`src/rtl/board_reset_defines.svh`:
```
`ifndef BOARD_RESET_DEFINES_SVH
`define BOARD_RESET_DEFINES_SVH

// board clock
`define CLK_PERIOD_NS 10
// manual switch release delay after opening
`define SWITCH_RELEASE_MS 500
`define SWITCH_RELEASE_CYCLES ((`SWITCH_RELEASE_MS * 1000000) / `CLK_PERIOD_NS)
// power-up hold, long enough for supplies and oscillator
`define POWERUP_HOLD_MS 100
`define POWERUP_HOLD_CYCLES ((`POWERUP_HOLD_MS * 1000000) / `CLK_PERIOD_NS)
// software reset pulse width sent to peripherals
`define SOFT_RESET_CYCLES 16
// address map
`define ADDR_W 32
`define ROM_BASE 32'h0080_0000
`define VECTOR1_LOW 32'h0000_0004
`define VECTOR1_ROM 32'h0080_0004
`define LOW_WINDOW_MASK 32'hFF80_0000

`endif

```
`src/rtl/board_reset_pkg.sv`:
```
package board_reset_pkg;
  typedef enum logic [1:0] {
    ST_POWERUP = 2'b00,
    ST_OVERLAY = 2'b01,
    ST_NORMAL = 2'b11,
    ST_RESET = 2'b10
  } seq_state_t;
endpackage

```
`src/rtl/board_reset_and_boot_overlay.sv`:
```
`timescale 1ns/1ps
`include "board_reset_defines.svh"
module board_reset_and_boot_overlay #(
  parameter int unsigned POWERUP_CYCLES = `POWERUP_HOLD_CYCLES,
  parameter int unsigned SWITCH_CYCLES = `SWITCH_RELEASE_CYCLES,
  parameter int unsigned SOFT_CYCLES = `SOFT_RESET_CYCLES
) (
  input wire logic clk,
  input wire logic srst,
  input wire logic reset_switch_closed,
  input wire logic expansion_reset_in,
  input wire logic reset_instruction,
  input wire logic bus_read,
  input wire logic [`ADDR_W-1:0] bus_addr,
  input wire logic processor_halted,
  input wire logic floppy_side_select,
  input wire logic diag_override,
  input wire logic diag_override_value,
  output logic processor_reset,
  output logic peripheral_reset,
  output logic disk_interface_reset,
  output logic expansion_reset_out,
  output logic boot_overlay,
  output logic rom_select,
  output logic ram_select,
  output logic [`ADDR_W-1:0] rom_addr,
  output logic onboard_halt_lamp,
  output logic front_panel_indicator_header,
  output logic diagnostic_lamp
);
  logic switch_sync;
  logic expansion_sync;
  logic switch_hold;
  logic soft_hold;
  logic powerup_hold;
  logic hw_reset;
  logic any_reset;
  logic vector_read;
  logic low_hit;
  logic rom_hit;
  logic next_rom_select;
  logic next_ram_select;
  logic [`ADDR_W-1:0] next_rom_addr;
  board_reset_pkg::seq_state_t state;
  board_reset_pkg::seq_state_t next_state;

  // switch and expansion inputs brought onto the board clock
  level_sync #(.RESET_VALUE(1'b0)) u_sync_switch (
    .clk(clk),
    .srst(srst),
    .din(reset_switch_closed),
    .dout(switch_sync)
  );

  level_sync #(.RESET_VALUE(1'b0)) u_sync_expansion (
    .clk(clk),
    .srst(srst),
    .din(expansion_reset_in),
    .dout(expansion_sync)
  );

  // power-up hold: counter starts on the power-on srst
  stretch_counter #(.COUNT(POWERUP_CYCLES)) u_powerup (
    .clk(clk),
    .srst(srst),
    .trigger(1'b0),
    .active(powerup_hold)
  );

  // switch debounce: held while closed, released later; bounces just re-arm
  // not armed by srst, or every power-up would last as long as the switch delay
  stretch_counter #(.COUNT(SWITCH_CYCLES), .HOLD_AT_RESET(1'b0)) u_switch (
    .clk(clk),
    .srst(srst),
    .trigger(switch_sync),
    .active(switch_hold)
  );

  // software reset pulse; reset instruction is a strobe from the bus side
  stretch_counter #(.COUNT(SOFT_CYCLES), .HOLD_AT_RESET(1'b0)) u_soft (
    .clk(clk),
    .srst(srst),
    .trigger(reset_instruction && !powerup_hold),
    .active(soft_hold)
  );

  // the three hardware sources merge into one
  assign hw_reset = powerup_hold || switch_hold || expansion_sync;
  // software and hardware look alike to everything but the processor
  assign any_reset = hw_reset || soft_hold;

  // processor only sees hardware resets; released on a clock edge
  always_ff @(posedge clk) begin
    if (srst) begin
      processor_reset <= 1'b1;
    end else begin
      processor_reset <= hw_reset;
    end
  end

  // on-board peripherals see every cause, software included
  always_ff @(posedge clk) begin
    if (srst) begin
      peripheral_reset <= 1'b1;
    end else begin
      peripheral_reset <= any_reset;
    end
  end

  // disk interface reset output shares the peripheral cause, so drives restart with the board
  always_ff @(posedge clk) begin
    if (srst) begin
      disk_interface_reset <= 1'b1;
    end else begin
      disk_interface_reset <= any_reset;
    end
  end

  // expansion reset output; also driven when the port itself asked for the reset
  always_ff @(posedge clk) begin
    if (srst) begin
      expansion_reset_out <= 1'b1;
    end else begin
      expansion_reset_out <= any_reset;
    end
  end

  // decode terms for the overlay window
  assign low_hit = (bus_addr & `LOW_WINDOW_MASK) == 32'h0000_0000;
  assign rom_hit = (bus_addr & `LOW_WINDOW_MASK) == `ROM_BASE;
  assign vector_read = bus_read && (bus_addr == `VECTOR1_LOW);

  // reset -> overlay -> normal; overlay ends on the second vector read
  always_comb begin
    next_state = state;
    unique case (state)
      board_reset_pkg::ST_POWERUP: begin
        if (!any_reset) begin
          next_state = board_reset_pkg::ST_OVERLAY;
        end
      end
      board_reset_pkg::ST_RESET: begin
        if (!any_reset) begin
          next_state = board_reset_pkg::ST_OVERLAY;
        end
      end
      board_reset_pkg::ST_OVERLAY: begin
        if (any_reset) begin
          next_state = board_reset_pkg::ST_RESET;
        end else if (vector_read) begin
          next_state = board_reset_pkg::ST_NORMAL;
        end
      end
      board_reset_pkg::ST_NORMAL: begin
        if (any_reset) begin
          next_state = board_reset_pkg::ST_RESET;
        end
      end
    endcase
  end

  always_ff @(posedge clk) begin
    if (srst) begin
      state <= board_reset_pkg::ST_POWERUP;
    end else begin
      state <= next_state;
    end
  end

  // overlay flag seen by the memory decoder
  always_ff @(posedge clk) begin
    if (srst) begin
      boot_overlay <= 1'b1;
    end else begin
      boot_overlay <= (next_state != board_reset_pkg::ST_NORMAL);
    end
  end

  // decode uses the overlay flag as it stood, so the vector read itself still hits ROM
  always_comb begin
    next_rom_select = bus_read && (rom_hit || (boot_overlay && low_hit));
    next_ram_select = bus_read && low_hit && !boot_overlay;
    next_rom_addr = bus_addr;
    if (boot_overlay && low_hit) begin
      next_rom_addr = bus_addr | `ROM_BASE;
    end
  end

  // ROM select; ROM answers at its own base and, in overlay, in low memory
  always_ff @(posedge clk) begin
    if (srst) begin
      rom_select <= 1'b0;
    end else begin
      rom_select <= next_rom_select;
    end
  end

  // RAM select; RAM is never cleared by reset, only hidden
  always_ff @(posedge clk) begin
    if (srst) begin
      ram_select <= 1'b0;
    end else begin
      ram_select <= next_ram_select;
    end
  end

  // ROM address with low addresses moved up to the ROM base during overlay
  always_ff @(posedge clk) begin
    if (srst) begin
      rom_addr <= '0;
    end else begin
      rom_addr <= next_rom_addr;
    end
  end

  // on-board halt lamp
  always_ff @(posedge clk) begin
    if (srst) begin
      onboard_halt_lamp <= 1'b0;
    end else begin
      onboard_halt_lamp <= processor_halted;
    end
  end

  // off-board lamp from the same input and edge, so the two cannot drift apart
  always_ff @(posedge clk) begin
    if (srst) begin
      front_panel_indicator_header <= 1'b0;
    end else begin
      front_panel_indicator_header <= processor_halted;
    end
  end

  // firmware override wins for coded fault flashing
  always_ff @(posedge clk) begin
    if (srst) begin
      diagnostic_lamp <= 1'b0;
    end else begin
      diagnostic_lamp <= diag_override ? diag_override_value : floppy_side_select;
    end
  end
endmodule

```
`src/rtl/level_sync.sv`:
```
`timescale 1ns/1ps
// two-flop synchroniser; first stage feeds only the second
module level_sync #(
  parameter logic RESET_VALUE = 1'b0
) (
  input wire logic clk,
  input wire logic srst,
  input wire logic din,
  output logic dout
);
  logic meta;

  always_ff @(posedge clk) begin
    if (srst) begin
      meta <= RESET_VALUE;
      dout <= RESET_VALUE;
    end else begin
      meta <= din;
      dout <= meta;
    end
  end
endmodule

```
`src/rtl/stretch_counter.sv`:
```
`timescale 1ns/1ps
// holds active while trigger is high and for COUNT cycles after it falls
module stretch_counter #(
  parameter int unsigned COUNT = 16,
  parameter int W = $clog2(COUNT + 1),
  parameter bit HOLD_AT_RESET = 1'b1
) (
  input wire logic clk,
  input wire logic srst,
  input wire logic trigger,
  output logic active
);
  logic [W-1:0] remaining;

  // srst arms the hold only where power-up needs it; other holds start idle
  always_ff @(posedge clk) begin
    if (srst) begin
      remaining <= HOLD_AT_RESET ? W'(COUNT) : '0;
    end else if (trigger) begin
      remaining <= W'(COUNT);
    end else if (remaining != '0) begin
      remaining <= remaining - W'(1);
    end
  end

  always_ff @(posedge clk) begin
    if (srst) begin
      active <= HOLD_AT_RESET;
    end else begin
      active <= trigger || (remaining > W'(1));
    end
  end
endmodule

```
`config.mk`:
```
export PLATFORM = sky130hd
export DESIGN_NAME = board_reset_and_boot_overlay
export DESIGN_NICKNAME = d
export VERILOG_FILES = /design/src/rtl/board_reset_pkg.sv /design/src/rtl/board_reset_and_boot_overlay.sv /design/src/rtl/level_sync.sv /design/src/rtl/stretch_counter.sv
export VERILOG_INCLUDE_DIRS = /design/src /design/src/rtl
export SDC_FILE = /design/constraint.sdc
export NUM_CORES = 1
export LEC_CHECK = 0
export BUFFER_PORTS_ARGS = -buffer_cell sky130_fd_sc_hd__buf_4
export CAP_MARGIN = 15
export CORE_MARGIN = 2
export CORE_UTILIZATION = 45
export CTS_BUF_LIST = sky130_fd_sc_hd__clkbuf_4 sky130_fd_sc_hd__clkbuf_8 sky130_fd_sc_hd__clkbuf_16
export DETAILED_ROUTE_END_ITERATION = 8
export GPL_TIMING_DRIVEN = 0
export PLACE_DENSITY = 0.67
export SYNTH_ARGS = -nofsm -noshare
export SYNTH_HDL_FRONTEND = slang
export SYNTH_SLANG_ARGS = --single-unit
```
`constraint.sdc`:
```
create_clock -name clk -period 3 [get_ports clk]
set_clock_uncertainty 0.2 [all_clocks]
set_input_delay 0.3 -clock clk [delete_from_list [all_inputs] [get_ports clk]]
set_output_delay 0.3 -clock clk [all_outputs]
set_load 0.1 [all_outputs]
```
### Yosys cells after proc, flatten, opt, wreduce, memory -nomap -nowiden

Index checks and enable logic that the tools add are counted.

* output and inout port bits: 42
* bits of input ports: 42
* flip-flop bits (word level): 103

* mux-type cells: 11
* equality and inequality tests: 6
* order comparisons: 3
* reduce and logical (&&, ||, !) cells: 24
* add/subtract/negate cells: 3

Operators by type and width (count)
* $mux W26: 2
* $eq A32 B3 Y1 const B: 1
* $logic_not A32 Y1: 1
* $gt A26 B1 Y1 const B: 1
* $reduce_bool A26 Y1: 1
* $sub A26 B1 Y26 const B: 1
* $gt A24 B1 Y1 const B: 1
* $mux W24: 1
* $reduce_bool A24 Y1: 1
* $sub A24 B1 Y24 const B: 1
* $mux W5: 2
* $eq A9 B1 Y1 const B: 1
* $mux W2: 4
* $logic_and A1 B1 Y1: 6
* $logic_or A1 B1 Y1: 6
* $pmux W2 S3: 1
* $reduce_or A2 Y1: 3
* $gt A5 B1 Y1 const B: 1
* $reduce_bool A5 Y1: 1
* $sub A5 B1 Y5 const B: 1
* $eq A2 B2 Y1 const B: 2
* $reduce_bool A2 Y1: 2
* $eq A2 B1 Y1 const B: 1
* $logic_not A1 Y1: 2
* 3 further kinds: 3

### Depth between registers and ports, before layout

* word-level depth: 6
* depth in mapped cells: 8

### Cells and area by module

A second synthesis with hierarchy kept.

* cell total of the unflattened synthesis: 475
* area, all modules: 4470.5 um2

By module, submodules not included
* stretch_counter (u_powerup): times used 1, seq. area each 500.5 um2, area each 1420.1 um2, cells an instance 168
* stretch_counter (u_switch): times used 1, seq. area each 540.5 um2, area each 1391.3 um2, cells an instance 161
* board_reset_and_boot_overlay: times used 1, seq. area each 820.8 um2, area each 1249.9 um2, cells an instance 109
* stretch_counter (u_soft): times used 1, seq. area each 120.1 um2, area each 304.0 um2, cells an instance 29
* level_sync: times used 2, seq. area each 40.0 um2, area each 52.6 um2, cells an instance 4

### Worst setup path after synthesis

No wires, ideal clock.

* kind: flip-flop to flip-flop
* from: register u_powerup.remaining[3]
* to: register u_powerup.remaining[21]
* library setup time: 121 ps
* setup slack: 484 ps
* period minus slack after synthesis: 2516 ps
* arrival: 2195 ps
* required time: 2679 ps
* cell stages (with the launch flop): 7
* path buffers: 1
* path through: dfxtp_1 or4_1 buf_2 or4_4 a211oi_4 nand3b_1 mux2_4

* longest elaborated chain between the ends: 1

RTL lines
* from (decl): line stretch_counter.sv:13 `logic [W-1:0] remaining;`
* from (signal assigned): line stretch_counter.sv:18 `remaining <= HOLD_AT_RESET ? W'(COUNT) : '0;`
* from (signal assigned): line stretch_counter.sv:20 `remaining <= W'(COUNT);`
* from (signal assigned): line stretch_counter.sv:22 `remaining <= remaining - W'(1);`
* $sub A24 B1 Y24 or $reduce_bool A24 Y1 (tied branches): line stretch_counter.sv:22, stretch_counter.sv:21

Parallel ways exist; a longest one is shown, timed or not.
A chain may end at the register's enable or synchronous reset.

### Worst setup path in the final report

Ends and elaborated chain as after synthesis.

==> results.yml <==
logic_synthesis:
  synth_edf_count: 0
  ys_ff_latch: 103
  async_reset_ff_share_pct: 0
  seq_area_frac_synth_pct: 47.9
  syn_area_per_cell_um2: 9.29
  synth_flop_cell: "dfxtp_1"
  yosys.cell_types.count: 52
  syn_nets: 512
  synth_area_um2: 4300
  ys_warn_count: 0
  synth_cells: 463
floorplanning:
  die_w_um: 102
  coreArea_um2: 9240
  std_cell_rows: 35
  initial_core_util_pct: 46.5
  io_pins: 84
  die-area_um2: 10400
  die_y_um: 102
drt:
  route.vias.total: 3768
  drc: 0
  initialDrtViolationCount: 125
  wl_per_cell_um: 14.6
  drt-total-wl_um: 10600
  drt-pass1-iter-count: 4
  avgViaCountPerCell: 5.18
  postRouteAntennaNets: 0
setup_path:
  critPathRequiredTime_ns: 3.06
  cp-end-kind: "register"
  slowest_stage: "or4_4"
  crit_family: "simple AND/OR/NAND/NOR gates"
  worstPathArrival_ns: 2.78
  rrSetupSlack_ns: 0.28
  crit_path_start_kind: "register"
  crit_path_cell_trace: "or4_1, buf_2, or4_4, a211oi_4, nand3b_1, mux2_4"
  critical_path_class: "register to register"
  crit_fanout: 6
  max_stage_delay_ns: 0.55
  critPathBufInv: 1
final_layout:
  fin_nets: 643
  syn_to_final_growth_pct: 31.8
  seqCellArea_um2: 2060
  drive_above_1_share_pct: 20.2
  fillerInstances: 797
  num_antenna_cells: 0
  multi_input_area_um2: 2110
  utilization_pct: 61.3
  final_cell_mix: "dfxtp_1 (103), buf_4 (86), nor2_1 (48), nor2b_1 (43), dlygate4sd3_1 (37)"
  final_common_cell: "dfxtp_1"
clock_tree:
  cts_tree: "done"
  numCtsBuffers: 9
  cts_buffer_depth: 2
  cts_root_buffer: "clkbuf_8"
  worstSkewPairLatency_ns: 0.36
  h-tree-depth: 3
  cts.clk_slew.worst_paths_ns: 0.09
  clock-sinks: 103
placed_design:
  port_buffers: 83
  gp_congestion: 0.832
  place_hpwl_um: 7350
sta:
  timing.hold.ws_ns: 0.0257
  period_share_pct: 90.8
  worst_pin_slew_ns: 0.934
  rsz0062_at_grt: "no"
  fin_crit_ns: 2.72
  hold_viol: 0
  maxSlewViolCount: 0
  setup_viol: 0
  fin_tns_setup_ns: 0
  fmax_mhz: 367
  max_slew_margin_pct: 37.2
global_routing:
  grt_pass1_wl_um: 17900
  grt_max_degree: 17
  track_usage_pct: 22.1
  grt_overflow: 0
  antenna_found_initial: 0
  grt_pass1_vias: 3802
status:
  outcome: "finished, final reports clean"
pwr:
  ir_worst_vdd_mv: 0.371
  p_leak_nw: 2.19
  power_density_nw_per_um2: 767
  power.total_mw: 4.34
min_path:
  hold_path_class: "primary input to register"
flow_run:
  maxCapViolations: 0
path summary, 6_finish.rpt:
path / start / endpoint / depth (start not counted)
max: u_powerup.remaining[3] / u_powerup.remaining[21] / 6
max reg2reg: u_powerup.remaining[3] / u_powerup.remaining[21] / 6
min reg2reg: state[0] / boot_overlay / 1
min: reset_instruction / u_soft.remaining[4] / 3
state kept, by name (all words and copies together) (netlist names), 2 cells and up:
register and flops:
state 2, rom_addr 32, u_soft.remaining 5, u_powerup.remaining 24, u_switch.remaining 26
per-layer routing:
layer	wire, µm	GRT usage (%)	vias up
met5	0	0	-
met4	114	6.44	0
met3	346	6.28	8
met2	5690	40.1	64
met1	4460	25.2	1777
li1	-	-	1919
through the flow:
| stage | instance area, µm² | setup slack, ns | instances |
|---|---|---|---|
| 2_1_floorplan | 4300 | 0.484 | 463 |
| 3_3_place_gp | 5080 | 0.326 | 675 |
| 3_5_place_dp | 5080 | 0.321 | 675 |
| 4_1_cts | 5670 | 0.280 | 728 |
| 5_1_grt | 5670 | 0.136 | 728 |
| 6_report | 5670 | 0.277 | 728 |
synth_stat cells, types with 7 or more instances:
cell      count  area, µm²
o31ai_1       9       67.6
xnor2_1      19        166
or3_1        12       75.1
ha_1          7       87.6
a21oi_1      23        115
clkbuf_1     14       52.6
dfxtp_1     103       2060
or4_1        13       97.6
nor2_1       48        180
nor3_1       22        110
nand2_1      14       52.6
nor2b_1      43        269
nand2b_1     15       93.8
nand3_1      11       55.1
nor4_1       14       87.6
inv_1         8       30.0
a31oi_1      10       62.6
tightest hold or removal path, stage by stage:
cell and delay, ns:
buf_4 0.09, nand2b_1 0.06, a21oi_1 0.11
repair_timing:
| item | 4_1_cts | 5_1_grt |
|---|---|---|
| buffers inserted | 0 | 0 |
| endpoints found under the hold margin | 37 | 0 |
| hold buffers | 37 | 0 |
| resized for setup | 0 | 0 |
cell type report:
type	count	area share [%]
Timing Repair Buffer	120	17.5
Sequential cell	103	36.4
Inverter	9	0.596
Clock inverter	4	0.927
Buffer	22	1.72
Clock buffer	12	2.80
Multi-Input combinational cell	329	37.2
Tap cell	129	2.85
power breakdown:
group | total, mW | internal (mW) | switching (mW)
clock | 0.904 | 0.444 | 0.460
combinational | 1.66 | 0.637 | 1.02
sequential | 1.78 | 1.58 | 0.200
kinds of logic after synthesis:
| group | after synthesis | synth area share [%] |
|---|---|---|
| compound gates | 75 | 12.3 |
| xor+xnor | 21 | 4.28 |
| simple gates | 221 | 29.1 |
| flops | 103 | 47.9 |
| fa+ha+maj | 7 | 2.04 |
| buf+inv | 31 | 3.05 |
| mux | 5 | 1.28 |
(Power assumes the default switching activity.)
